### src/include/spe_pkg.sv
// Shared constants and types for the serial peripheral controller
package spe_pkg;

   // ------------------------------------------------------------------
   // Sizes
   // ------------------------------------------------------------------
   localparam int WORD_W = 8;
   localparam int NUM_CS = 4;
   localparam int DIV_W = 8;
   localparam int CS_SEL_W = 2;
   localparam int BITCNT_W = 4;
   localparam int EDGE_W = 5;

   // ------------------------------------------------------------------
   // Reset values and fixed indices
   // ------------------------------------------------------------------
   localparam logic RST_TX_EMPTY = 1'h1;
   localparam logic RST_ENABLED = 1'h0;
   localparam logic [DIV_W-1:0] DIV_ONE = 8'h01;
   localparam logic [CS_SEL_W-1:0] HOLD_CHECK_CS = 2'h0;

   // ------------------------------------------------------------------
   // Types
   // ------------------------------------------------------------------
   typedef struct packed {
      logic [DIV_W-1:0] serial_clock_divider;
      logic clock_idle_polarity;
      logic clock_phase_inverted;
      logic hold_select_after_transfer;
   } spe_cs_cfg_t;

   typedef enum logic [2:0] {
      ST_IDLE = 3'h1,
      ST_MASTER = 3'h2,
      ST_SLAVE = 3'h4
   } spe_state_t;

endpackage

### src/hdl/spe_shifter.sv
// Master bit engine: serial clock generation and word shifting
`timescale 1ns/100ps
module spe_shifter #(
   parameter int WORD_W = 8,
   parameter int DIV_W = 8,
   parameter int EDGE_W = 5
) (
   // Clock and reset
   input wire logic ref_clk_in,
   input wire logic arst_n_in,
   // Request
   input wire logic start_in,
   input wire logic [DIV_W-1:0] div_in,
   input wire logic clock_idle_polarity_in,
   input wire logic clock_phase_inverted_in,
   input wire logic extra_in,
   input wire logic [WORD_W-1:0] tx_word_in,
   input wire logic miso_in,
   // Result and pins
   output logic busy_out,
   output logic done_out,
   output logic [WORD_W-1:0] rx_word_out,
   output logic sck_out,
   output logic mosi_out
);

   logic busy_reg, busy_next;
   logic done_reg, done_next;
   logic sck_reg, sck_next;
   logic extra_reg, extra_next;
   logic clock_phase_inverted_reg, clock_phase_inverted_next;
   logic [DIV_W-1:0] div_reg, div_next;
   logic [DIV_W-1:0] cnt_reg, cnt_next;
   logic [EDGE_W-1:0] edge_reg, edge_next;
   logic [WORD_W-1:0] sh_reg, sh_next;
   logic [WORD_W-1:0] rx_reg, rx_next;
   logic lead;

   localparam logic [EDGE_W-1:0] LAST_EDGE = EDGE_W'(2 * WORD_W - 1);

   always_comb begin
      busy_next = busy_reg;
      done_next = 1'b0;
      sck_next = sck_reg;
      extra_next = extra_reg;
      clock_phase_inverted_next = clock_phase_inverted_reg;
      div_next = div_reg;
      cnt_next = cnt_reg;
      edge_next = edge_reg;
      sh_next = sh_reg;
      rx_next = rx_reg;
      lead = ~edge_reg[0];
      if (!busy_reg) begin
         sck_next = clock_idle_polarity_in;
         if (start_in) begin
            busy_next = 1'b1;
            cnt_next = '0;
            edge_next = '0;
            extra_next = extra_in;
            clock_phase_inverted_next = clock_phase_inverted_in;
            sh_next = tx_word_in;
            // A zero divider would toggle only every 256 cycles, so it runs as one
            div_next = (div_in == '0) ? DIV_W'(1) : div_in;
         end
      end else if (cnt_reg == div_reg - DIV_W'(1)) begin
         cnt_next = '0;
         sck_next = ~sck_reg;
         if (extra_reg) begin
            // Stray pulse ahead of the data bits, nothing sampled
            edge_next = edge_reg[0] ? '0 : EDGE_W'(1);
            extra_next = ~edge_reg[0];
         end else begin
            if (clock_phase_inverted_reg ? lead : ~lead) begin
               rx_next = {rx_reg[WORD_W-2:0], miso_in};
            end else if (edge_reg != '0) begin
               sh_next = {sh_reg[WORD_W-2:0], 1'b0};
            end
            if (edge_reg == LAST_EDGE) begin
               busy_next = 1'b0;
               done_next = 1'b1;
            end
            edge_next = edge_reg + EDGE_W'(1);
         end
      end else begin
         cnt_next = cnt_reg + DIV_W'(1);
      end
   end

   always_ff @(posedge ref_clk_in or negedge arst_n_in) begin
      if (!arst_n_in) begin
         busy_reg <= 1'b0;
         done_reg <= 1'b0;
         sck_reg <= 1'b0;
         extra_reg <= 1'b0;
         clock_phase_inverted_reg <= 1'b0;
         div_reg <= '0;
         cnt_reg <= '0;
         edge_reg <= '0;
         sh_reg <= '0;
         rx_reg <= '0;
      end else begin
         busy_reg <= busy_next;
         done_reg <= done_next;
         sck_reg <= sck_next;
         extra_reg <= extra_next;
         clock_phase_inverted_reg <= clock_phase_inverted_next;
         div_reg <= div_next;
         cnt_reg <= cnt_next;
         edge_reg <= edge_next;
         sh_reg <= sh_next;
         rx_reg <= rx_next;
      end
   end

   assign busy_out = busy_reg;
   assign done_out = done_reg;
   assign rx_word_out = rx_reg;
   assign sck_out = sck_reg;
   assign mosi_out = sh_reg[WORD_W-1];

endmodule // spe_shifter

### src/hdl/spe_ctrl.sv
// Serial peripheral controller, master and slave, with its known quirks
`timescale 1ns/100ps
module spe_ctrl #(
   parameter int WORD_W = spe_pkg::WORD_W,
   parameter int NUM_CS = spe_pkg::NUM_CS,
   parameter int DIV_W = spe_pkg::DIV_W
) (
   // Clock and reset
   input wire logic ref_clk_in,
   input wire logic arst_n_in,
   // Commands and configuration
   input wire logic enable_cmd_in,
   input wire logic disable_cmd_in,
   input wire logic soft_reset_bit_in,
   input wire logic master_mode_in,
   input wire logic fault_detect_disable_in,
   input wire logic [spe_pkg::CS_SEL_W-1:0] cs_sel_in,
   input wire logic [NUM_CS-1:0] cs_in_use_in,
   input wire spe_pkg::spe_cs_cfg_t [NUM_CS-1:0] chip_select_config_in,
   // Transmit write port, fed by software or the DMA channel
   input wire logic tx_wr_in,
   input wire logic [WORD_W-1:0] tx_data_in,
   // Receive read port
   input wire logic rx_read_in,
   // Status
   output logic enabled_out,
   output logic tx_empty_flag_out,
   output logic rx_full_out,
   output logic [WORD_W-1:0] rx_data_out,
   output logic busy_out,
   // Master pins
   output logic sck_out,
   output logic sck_oe_out,
   output logic mosi_out,
   output logic mosi_oe_out,
   output logic [NUM_CS-1:0] cs_n_out,
   input wire logic miso_in,
   // Slave pins
   input wire logic sck_in,
   input wire logic ss_n_in,
   input wire logic mosi_in,
   output logic miso_out,
   output logic miso_oe_out
);

   // ------------------------------------------------------------------
   // Helpers
   // ------------------------------------------------------------------
   function automatic logic div_is_one(input logic [DIV_W-1:0] d);
      return d == spe_pkg::DIV_ONE;
   endfunction

   // ------------------------------------------------------------------
   // Pin synchronisers
   // ------------------------------------------------------------------
   logic [3:0] meta_reg;
   logic [3:0] sync_reg;
   logic miso_s, sck_s, ss_n_s, mosi_s;

   always_ff @(posedge ref_clk_in or negedge arst_n_in) begin
      if (!arst_n_in) begin
         meta_reg <= 4'hF;
         sync_reg <= 4'hF;
      end else begin
         meta_reg <= {miso_in, sck_in, ss_n_in, mosi_in};
         sync_reg <= meta_reg;
      end
   end

   assign {miso_s, sck_s, ss_n_s, mosi_s} = sync_reg;

   // ------------------------------------------------------------------
   // Control state
   // ------------------------------------------------------------------
   spe_pkg::spe_state_t state_reg, state_next;
   logic enabled_reg, enabled_next;
   logic tx_empty_reg, tx_empty_next;
   logic [WORD_W-1:0] tx_data_reg, tx_data_next;
   logic rx_full_reg, rx_full_next;
   logic [WORD_W-1:0] rx_data_reg, rx_data_next;
   logic [NUM_CS-1:0] cs_n_reg, cs_n_next;
   logic [spe_pkg::CS_SEL_W-1:0] cur_cs_reg, cur_cs_next;
   logic sck_prev_reg, sck_prev_next;
   logic [spe_pkg::BITCNT_W-1:0] sl_cnt_reg, sl_cnt_next;
   logic [WORD_W-1:0] sl_sh_reg, sl_sh_next;
   logic [WORD_W-1:0] sl_rx_reg, sl_rx_next;

   spe_pkg::spe_cs_cfg_t sel_cfg, sl_cfg;
   logic any_one, any_other, extra_pulse, start_blocked, start;
   logic take_word, word_done, rx_load;
   logic [WORD_W-1:0] rx_word;
   logic sh_busy, sh_done;
   logic [WORD_W-1:0] sh_rx;
   logic sh_sck, sh_mosi;
   logic sl_edge, sl_lead, sl_sample, sl_shift;

   always_comb begin
      // Idle follows the requested select; a running word keeps its own
      sel_cfg = chip_select_config_in[(state_reg == spe_pkg::ST_IDLE) ? cs_sel_in : cur_cs_reg];
      sl_cfg = chip_select_config_in[0];
      any_one = 1'b0;
      any_other = 1'b0;
      for (int i = 0; i < NUM_CS; i++) begin
         if (cs_in_use_in[i]) begin
            if (div_is_one(chip_select_config_in[i].serial_clock_divider)) begin
               any_one = 1'b1;
            end else begin
               any_other = 1'b1;
            end
         end
      end
      // Quirk kept on purpose: mixed dividers with idle-high, leading-change mode
      extra_pulse = any_one && any_other && sel_cfg.clock_idle_polarity
                    && !sel_cfg.clock_phase_inverted;
      start_blocked = chip_select_config_in[spe_pkg::HOLD_CHECK_CS].hold_select_after_transfer
                      && !fault_detect_disable_in;

      state_next = state_reg;
      enabled_next = enabled_reg;
      tx_empty_next = tx_empty_reg;
      tx_data_next = tx_data_reg;
      rx_full_next = rx_full_reg;
      rx_data_next = rx_data_reg;
      cs_n_next = cs_n_reg;
      cur_cs_next = cur_cs_reg;
      sck_prev_next = sck_s;
      sl_cnt_next = sl_cnt_reg;
      sl_sh_next = sl_sh_reg;
      sl_rx_next = sl_rx_reg;
      start = 1'b0;
      take_word = 1'b0;
      rx_load = 1'b0;
      rx_word = sh_rx;
      word_done = 1'b0;

      // Slave clock edges seen through the synchroniser
      sl_edge = sck_s != sck_prev_reg;
      sl_lead = sl_edge && (sck_s != sl_cfg.clock_idle_polarity);
      sl_sample = sl_cfg.clock_phase_inverted ? sl_lead : (sl_edge && !sl_lead);
      sl_shift = sl_edge && !sl_sample;

      if (enable_cmd_in) begin
         enabled_next = 1'b1;
      end
      // Slave mode keeps running through a disable command
      if (disable_cmd_in && state_reg != spe_pkg::ST_SLAVE) begin
         enabled_next = 1'b0;
      end

      case (state_reg)
         spe_pkg::ST_IDLE: begin
            if (enabled_reg && !master_mode_in) begin
               state_next = spe_pkg::ST_SLAVE;
               cs_n_next = '1;
            end else if (enabled_reg && !tx_empty_reg && !start_blocked) begin
               cur_cs_next = cs_sel_in;
               start = 1'b1;
               take_word = 1'b1;
               cs_n_next = ~(NUM_CS'(1) << cs_sel_in);
               state_next = spe_pkg::ST_MASTER;
            end else if (!enabled_reg) begin
               cs_n_next = '1;
            end
         end
         spe_pkg::ST_MASTER: begin
            if (sh_done) begin
               rx_load = 1'b1;
               state_next = spe_pkg::ST_IDLE;
               if (!sel_cfg.hold_select_after_transfer) begin
                  cs_n_next = '1;
               end
            end
         end
         spe_pkg::ST_SLAVE: begin
            if (ss_n_s) begin
               sl_cnt_next = '0;
               if (!tx_empty_reg && sl_cnt_reg == '0) begin
                  take_word = 1'b1;
                  sl_sh_next = tx_data_reg;
               end
            end else if (sl_sample) begin
               sl_rx_next = {sl_rx_reg[WORD_W-2:0], mosi_s};
               if (sl_cnt_reg == spe_pkg::BITCNT_W'(WORD_W - 1)) begin
                  word_done = 1'b1;
                  sl_cnt_next = '0;
               end else begin
                  sl_cnt_next = sl_cnt_reg + spe_pkg::BITCNT_W'(1);
               end
            end else if (sl_shift && sl_cnt_reg != '0) begin
               sl_sh_next = {sl_sh_reg[WORD_W-2:0], 1'b0};
            end
            if (word_done) begin
               rx_load = 1'b1;
               rx_word = {sl_rx_reg[WORD_W-2:0], mosi_s};
               if (!tx_empty_reg) begin
                  take_word = 1'b1;
                  sl_sh_next = tx_data_reg;
               end
            end
         end
         default: begin
            state_next = spe_pkg::ST_IDLE;
         end
      endcase

      // Holding register: a load frees it, an accepted write fills it
      if (take_word) begin
         tx_empty_next = 1'b1;
      end
      // Writes are filtered while disabled; the flag is left as it stands
      // A DMA still feeding after a disable sees the flag high and loses words
      if (tx_wr_in && enabled_reg) begin
         tx_data_next = tx_data_in;
         tx_empty_next = 1'b0;
      end

      if (rx_read_in) begin
         rx_full_next = 1'b0;
      end
      if (rx_load) begin
         rx_full_next = 1'b1;
         rx_data_next = rx_word;
      end

      // Soft reset and arst_n_in are the only ways out of slave mode
      if (soft_reset_bit_in) begin
         state_next = spe_pkg::ST_IDLE;
         enabled_next = spe_pkg::RST_ENABLED;
         tx_empty_next = spe_pkg::RST_TX_EMPTY;
         rx_full_next = 1'b0;
         rx_data_next = '0;
         cs_n_next = '1;
         sl_cnt_next = '0;
         sl_sh_next = '0;
         sl_rx_next = '0;
      end
   end

   always_ff @(posedge ref_clk_in or negedge arst_n_in) begin
      if (!arst_n_in) begin
         state_reg <= spe_pkg::ST_IDLE;
         enabled_reg <= spe_pkg::RST_ENABLED;
         tx_empty_reg <= spe_pkg::RST_TX_EMPTY;
         tx_data_reg <= '0;
         rx_full_reg <= 1'b0;
         rx_data_reg <= '0;
         cs_n_reg <= '1;
         cur_cs_reg <= '0;
         sck_prev_reg <= 1'b1;
         sl_cnt_reg <= '0;
         sl_sh_reg <= '0;
         sl_rx_reg <= '0;
      end else begin
         state_reg <= state_next;
         enabled_reg <= enabled_next;
         tx_empty_reg <= tx_empty_next;
         tx_data_reg <= tx_data_next;
         rx_full_reg <= rx_full_next;
         rx_data_reg <= rx_data_next;
         cs_n_reg <= cs_n_next;
         cur_cs_reg <= cur_cs_next;
         sck_prev_reg <= sck_prev_next;
         sl_cnt_reg <= sl_cnt_next;
         sl_sh_reg <= sl_sh_next;
         sl_rx_reg <= sl_rx_next;
      end
   end

   // ------------------------------------------------------------------
   // Master bit engine
   // ------------------------------------------------------------------
   spe_shifter #(
      .WORD_W(WORD_W),
      .DIV_W(DIV_W),
      .EDGE_W(spe_pkg::EDGE_W)
   ) u_shifter (
      .ref_clk_in(ref_clk_in),
      .arst_n_in(arst_n_in),
      .start_in(start),
      .div_in(sel_cfg.serial_clock_divider),
      .clock_idle_polarity_in(sel_cfg.clock_idle_polarity),
      .clock_phase_inverted_in(sel_cfg.clock_phase_inverted),
      .extra_in(extra_pulse),
      .tx_word_in(tx_data_reg),
      .miso_in(miso_s),
      .busy_out(sh_busy),
      .done_out(sh_done),
      .rx_word_out(sh_rx),
      .sck_out(sh_sck),
      .mosi_out(sh_mosi)
   );

   // ------------------------------------------------------------------
   // Outputs
   // ------------------------------------------------------------------
   assign enabled_out = enabled_reg;
   assign tx_empty_flag_out = tx_empty_reg;
   assign rx_full_out = rx_full_reg;
   assign rx_data_out = rx_data_reg;
   assign busy_out = sh_busy || (state_reg == spe_pkg::ST_SLAVE && sl_cnt_reg != '0);
   assign sck_out = sh_sck;
   assign sck_oe_out = master_mode_in && state_reg != spe_pkg::ST_SLAVE;
   assign mosi_out = sh_mosi;
   assign mosi_oe_out = sck_oe_out;
   assign cs_n_out = cs_n_reg;
   assign miso_out = sl_sh_reg[WORD_W-1];
   assign miso_oe_out = state_reg == spe_pkg::ST_SLAVE && !ss_n_s;

endmodule // spe_ctrl

### config.mk
export PLATFORM = sky130hd
export DESIGN_NAME = spe_ctrl
export DESIGN_NICKNAME = d
export VERILOG_FILES = /design/src/include/spe_pkg.sv /design/src/hdl/spe_shifter.sv /design/src/hdl/spe_ctrl.sv
export SDC_FILE = /design/constraint.sdc
export NUM_CORES = 1
export LEC_CHECK = 0
export BUFFER_PORTS_ARGS = -buffer_cell sky130_fd_sc_hd__buf_4
export CAP_MARGIN = 10
export CORE_MARGIN = 3
export CORE_UTILIZATION = 60
export DETAILED_ROUTE_END_ITERATION = 12
export PLACE_DENSITY = 0.84
export SYNTH_ARGS = -nofsm -noshare
export SYNTH_HDL_FRONTEND = slang
export SYNTH_SLANG_ARGS = --single-unit
### constraint.sdc
create_clock -name ref_clk_in -period 7.3 [get_ports ref_clk_in]
set_input_delay 0.365 -clock ref_clk_in [delete_from_list [all_inputs] [get_ports ref_clk_in]]
set_output_delay 0.365 -clock ref_clk_in [all_outputs]
set_load 0.01 [all_outputs]
==> metrics.yaml, run 1 <==
status:
  status: "finished clean"
setup_path:
  r2r.worst_path.cells: 5
  crit_fanout: 12
  worstSetupPathType: "flop to flop"
  timing.rr.start: "state_reg[0]"
  arrival_ns: 3.41
  crit_required_ns: 7.60
  startpoint: "state_reg[0]"
  critPathLaunchType: "flop"
  endpoint: "u_shifter.div_reg[0]"
  worst-r2r-setup-slack_ns: 4.19
  reg2reg_to: "u_shifter.div_reg[0]"
  cp-end-kind: "flop"
detailed_routing:
  drc: 0
  met1Wirelength_mm: 5.752
  routedWlPerCell_um: 18.81
  drt-total-wl_mm: 13.47
  via_per_inst: 6.370
  dr.pass1.iters: 5
  dr_wl_met2_mm: 6.829
  ant_nets: 0
  first_iter_violations: 347
  vias: 4561
  wl_met3_um: 658
  highest_layer: "met4"
floorplan:
  ios: 93
  die_y_um: 101.8
  start_util: 0.6259
  row_count: 34
  core_area_um2: 8806
  die_w_um: 101.8
  dieArea_um2: 10370
clock_network:
  cts_buffers: 9
  ctsHtreeMaxLevel: 3
  clk-insertion-delay-late_ns: 0.38
  clockBufferDepth: 2
  cts.sinks: 98
  ctsResizeCount: 0
  clkTransAtPathRegs_ns: 0.10
  cts_tree: "yes"
  clock-root-buffer: "clkbuf_8"
final_layout:
  fin_nets: 681
  drive_gt1_frac: 0.2862
  diodes: 0
  fin_util: 0.7290
  syn_to_final_growth_pct: 16.48
  design_area_um2: 6420
power_and_ir_drop:
  p_sw_uw: 463.3
  pwr-share-comb: 0.236
  power_frac_seq: 0.494
  peakVddDrop_uv: 122.2
  clockPowerShare: 0.270
  power.leakage_uw: 0.002962
  powerDensity_nw_per_um2: 217.7
  switching_share: 0.3315
  power.internal_uw: 934.5
global_routing:
  grt_pass1_wl_mm: 22.53
  grt_use_total: 0.2746
  gr-total-overflow: 0
  grt_max_degree: 58
  antenna_found_initial: 0
  grt_pass1_vias: 4569
sta:
  rsz0062_at_grt: "no"
  tns_ns: 0
  period_share: 0.4258
  skew_ns: 0.01602
  fin_hold_ws_ns: 0.08974
  slew_viol_final: 0
  maxSlewHeadroom: 0.3139
  min_period_ns: 3.108
  tightest_slew_ns: 1.029
  hold_viol_final: 0
  setup-violations-final: 0
  max_freq_ghz: 0.3217
synth:
  async_flop_share: 1.000
  synth_top_area_frac: 0.3768
  synth_top_area_cell: "dfrtp_1"
  synthTopCellsByCount: "dfrtp_1, nand2_1, mux2i_1"
  synth_edf_count: 0
  syn_inst: 529
  ys.flop_type: "dfrtp_1"
  ys_ff_latch: 98
  syn_area_um2: 5512
  yosys_warnings: 0
  syn_avg_cell_area_um2: 10.42
  yosys.cell_count.top_type: "dfrtp_1"
  netlist-cell-type-count: 66
  yosysSeqAreaShare: 0.4484
  syn-num-nets: 607
  synth_area_leaders: "dfrtp_1, dfstp_2, mux2i_1, nand2_1, mux2_2"
place:
  placed_area_um2: 6198
  io_buffers: 92
  gp_congestion: 1.000
  dp.final_hpwl_mm: 9.933
run:
  maxCapViolCount: 0
worst_hold_path:
  hp-class: "input pin to flop"
[critical path, cell delays in order, from the launching register on]
cell,delay (ns)
dfstp_2,0.58
or3b_1,0.54
a21oi_1,0.88
mux2_2,0.41
or4_1,0.46
a31oi_1,0.17
[area by class of cell]
type	count	area, um2
clock buffer	9	123.9
clock inverter	7	87.58
fill	614	2386
inverter	18	67.56
multi-input combinational	381	2819
sequential	98	2471
tap	108	135.1
timing repair buffer	95	715.7
[worst min path at each step]
stage / start / end / slack [ns] / depth (start not counted)
after floorplan: arst_n_in / cur_cs_reg[0] / 0.07 / 0
after global placement: meta_reg[1] / sync_reg[1] / 0.35 / 0
after detailed placement: meta_reg[2] / sync_reg[2] / 0.35 / 0
after CTS: sck_in / meta_reg[2] / 0.08 / 1
after global routing: sck_in / meta_reg[2] / 0.07 / 1
final: sck_in / meta_reg[2] / 0.09 / 1
[layer usage]
| layer | vias up | track usage |
|---|---|---|
| li1 | 2105 | - |
| met1 | 2268 | 0.3781 |
| met2 | 166 | 0.4557 |
| met3 | 22 | 0.03754 |
| met4 | 0 | 0.08678 |
| met5 | - | 0 |
[stage by stage]
step                      setup slack (ns)  std cells  total power, uW
after floorplan                      4.716        529            902.3
after CTS                            4.204        716             1399
after global routing                 4.028        716             1473
after detailed placement             4.221        699             1023
final                                4.192        716             1398
after global placement               4.321        699             1005
[logic make-up (layout without fill, tap and decap cells)]
family	count (synthesis)	in the layout	synth area share
buffers and inverters	50	129	0.04018
XOR/XNOR	12	12	0.01907
adder cells (fa/ha/maj)	7	7	0.01589
AO/OA/AOI/OAI	125	125	0.1716
flip-flops	98	98	0.4484
multiplexers	65	65	0.1444
AND/OR/NAND/NOR	172	172	0.1605
[placed cells by master, fill, tap and decap left out, types with 14 or more instances in the layout]
cell	netlist	routed
mux2_2	14	14
nor2_1	30	30
dfstp_2	15	15
mux2i_1	36	36
inv_1	18	18
o21ai_0	27	27
buf_4	2	94
dfrtp_1	83	83
nand2_1	55	55
[power by group through the flow]
stage | registers (uW) | logic [uW] | clock network (uW)
6_report | 690 | 330 | 378
5_1_grt | 701 | 366 | 406
4_1_cts | 687 | 329 | 383
3_5_place_dp | 695 | 328 | 0
3_3_place_gp | 692 | 313 | 0
2_1_floorplan | 666 | 236 | 0
[timing repair]
action                    4_1_cts  5_1_grt
buffers inserted                0        0
hold buffers                    1        0
hold endpoints to repair       37        0
(Power assumes the default switching activity.)
==> inputs of run 2 (changes only) <==
CORE_UTILIZATION = 57   (was 60)
PLACE_DENSITY = 0.81   (was 0.84)
clock period = 3.1 ns   (was 7.3 ns; I/O delays follow)
==> metrics.yaml, run 2 (synthesized netlist as in run 1, its figures left out) <==
sta:
  slew_viol_final: 0
  period_share: 0.8851
  postLayoutSetupSlackWorst_ns: 0.3561
  skew_ns: 0.01431
  min_period_ns: 2.744
  setup-violations-final: 0
  maxSlewHeadroom: 0.3847
  rsz0062_at_grt: "no"
  tightest_slew_ns: 0.9229
  max_freq_ghz: 0.3644
  hold_viol_final: 0
  tns_ns: 0
worst_hold_path:
  hold_path_depth: 2
  worstHoldStart: "cs_sel_in[1]"
  hp-class: "input pin to flop"
  min_to: "cs_n_out[2]"
setup_path:
  critPathLaunchType: "flop"
  crit_required_ns: 3.36
  arrival_ns: 3.00
  worstSetupPathType: "flop to flop"
  worst-r2r-setup-slack_ns: 0.36
  timing.rr.start: "u_shifter.div_reg[0]"
  r2r.worst_path.cells: 6
  crit_fanout: 18
  cp-end-kind: "flop"
  reg2reg_to: "u_shifter.rx_word_out[5]"
  startpoint: "u_shifter.div_reg[0]"
clock_network:
  clockBufferDepth: 2
  ctsHtreeMaxLevel: 3
  cts_tree: "yes"
  cts.sinks: 98
  cts_buffers: 9
  clk-insertion-delay-late_ns: 0.37
  clock-root-buffer: "clkbuf_8"
  clkTransAtPathRegs_ns: 0.10
  ctsResizeCount: 0
final_layout:
  drive_gt1_frac: 0.2892
  fin_nets: 692
  fillCellCount: 677
  syn_to_final_growth_pct: 18.32
  final_common_cell: "buf_4"
  layout_common_cells: "buf_4, dfrtp_1, nand2_1, mux2i_1, nor2_1"
  diodes: 0
detailed_routing:
  first_iter_violations: 382
  via_per_inst: 6.031
  drt-total-wl_mm: 13.39
  routedWlPerCell_um: 17.90
  drc: 0
  ant_nets: 0
  dr.pass1.iters: 5
  vias: 4511
floorplan:
  start_util: 0.5909
  die_y_um: 104.3
  row_count: 35
  ios: 93
  die_w_um: 104.3
  dieArea_um2: 10880
  core_area_um2: 9328
global_routing:
  grt_max_degree: 56
  grt_pass1_wl_mm: 22.13
  gr-total-overflow: 0
  grt_pass1_vias: 4507
  antenna_found_initial: 0
  grt_use_total: 0.2479
place:
  gp_congestion: 0.9085
  io_buffers: 92
  dp.final_hpwl_mm: 10.15
  place_ws_ns: 0.3632
power_and_ir_drop:
  peakVddDrop_uv: 309.5
  powerDensity_nw_per_um2: 488.0
  power.leakage_uw: 0.002988
run:
  maxCapViolCount: 0
status:
  status: "finished clean"
## run 2: worst max-delay path by stage
stage,to,slack (ns),cells past startpoint
finish,u_shifter.rx_word_out[5],0.36,6
global route,u_shifter.rx_word_out[3],0.19,6
CTS,u_shifter.rx_word_out[5],0.36,6
detailed placement,u_shifter.rx_word_out[5],0.36,6
global placement,u_shifter.rx_word_out[0],0.44,6
floorplan,u_shifter.rx_word_out[0],0.52,9
## run 2: where the power goes
| group | switching, uW | internal [uW] | leakage (uW) |
|---|---|---|---|
| Sequential | 186 | 1440 | 0.00125 |
| Combinational | 402 | 379 | 0.00166 |
| Clock | 476 | 302 | 0.0000810 |
## run 2: final cells by class
class,instances,area [um2],area share
Multi-Input combinational cell,381,2819,0.4323
Sequential cell,98,2471,0.3789
Timing Repair Buffer,106,823.3,0.1262
Tap cell,129,161.4,0.02475
Clock buffer,10,127.6,0.01957
Inverter,18,67.56,0.01036
Clock inverter,6,51.30,0.007866
## run 2: metrics by stage
step / power, uW / area [um2] / instances / util / hold WS (ns)
global placement: 2380 / 6282 / 726 / 0.6735 / 0.1721
CTS: 3184 / 6521 / 748 / 0.6991 / 0.006300
detailed placement: 2411 / 6282 / 726 / 0.6735 / 0.1798
global route: 3351 / 6521 / 748 / 0.6991 / 0.01779
finish: 3182 / 6521 / 748 / 0.6991 / 0.01221
floorplan: 2125 / 5512 / 529 / - / -0.1406
## run 2: worst max-delay path, stage by stage, from the launching register on
cell and delay [ns]:
dfrtp_1 0.45, nor4_1 0.45, nand3b_1 0.16, xnor2_1 0.32, o211ai_4 0.25, or4_4 0.67
mux2_4 0.33
## run 2: per-layer routing
| layer | share of wire | wire (um) | GRT usage | up-vias |
|---|---|---|---|---|
| met5 | 0 | 0 | 0 | - |
| met4 | 0.015 | 205 | 0.07407 | 0 |
| met3 | 0.043 | 582 | 0.03849 | 22 |
| met2 | 0.50 | 6650 | 0.4105 | 127 |
| met1 | 0.44 | 5954 | 0.3376 | 2229 |
| li1 | - | - | - | 2133 |
## run 2: repair_timing
item                                   CTS  global route
hold buffers                             6             0
setup buffers                            0             0
endpoints found under the hold margin   44             0
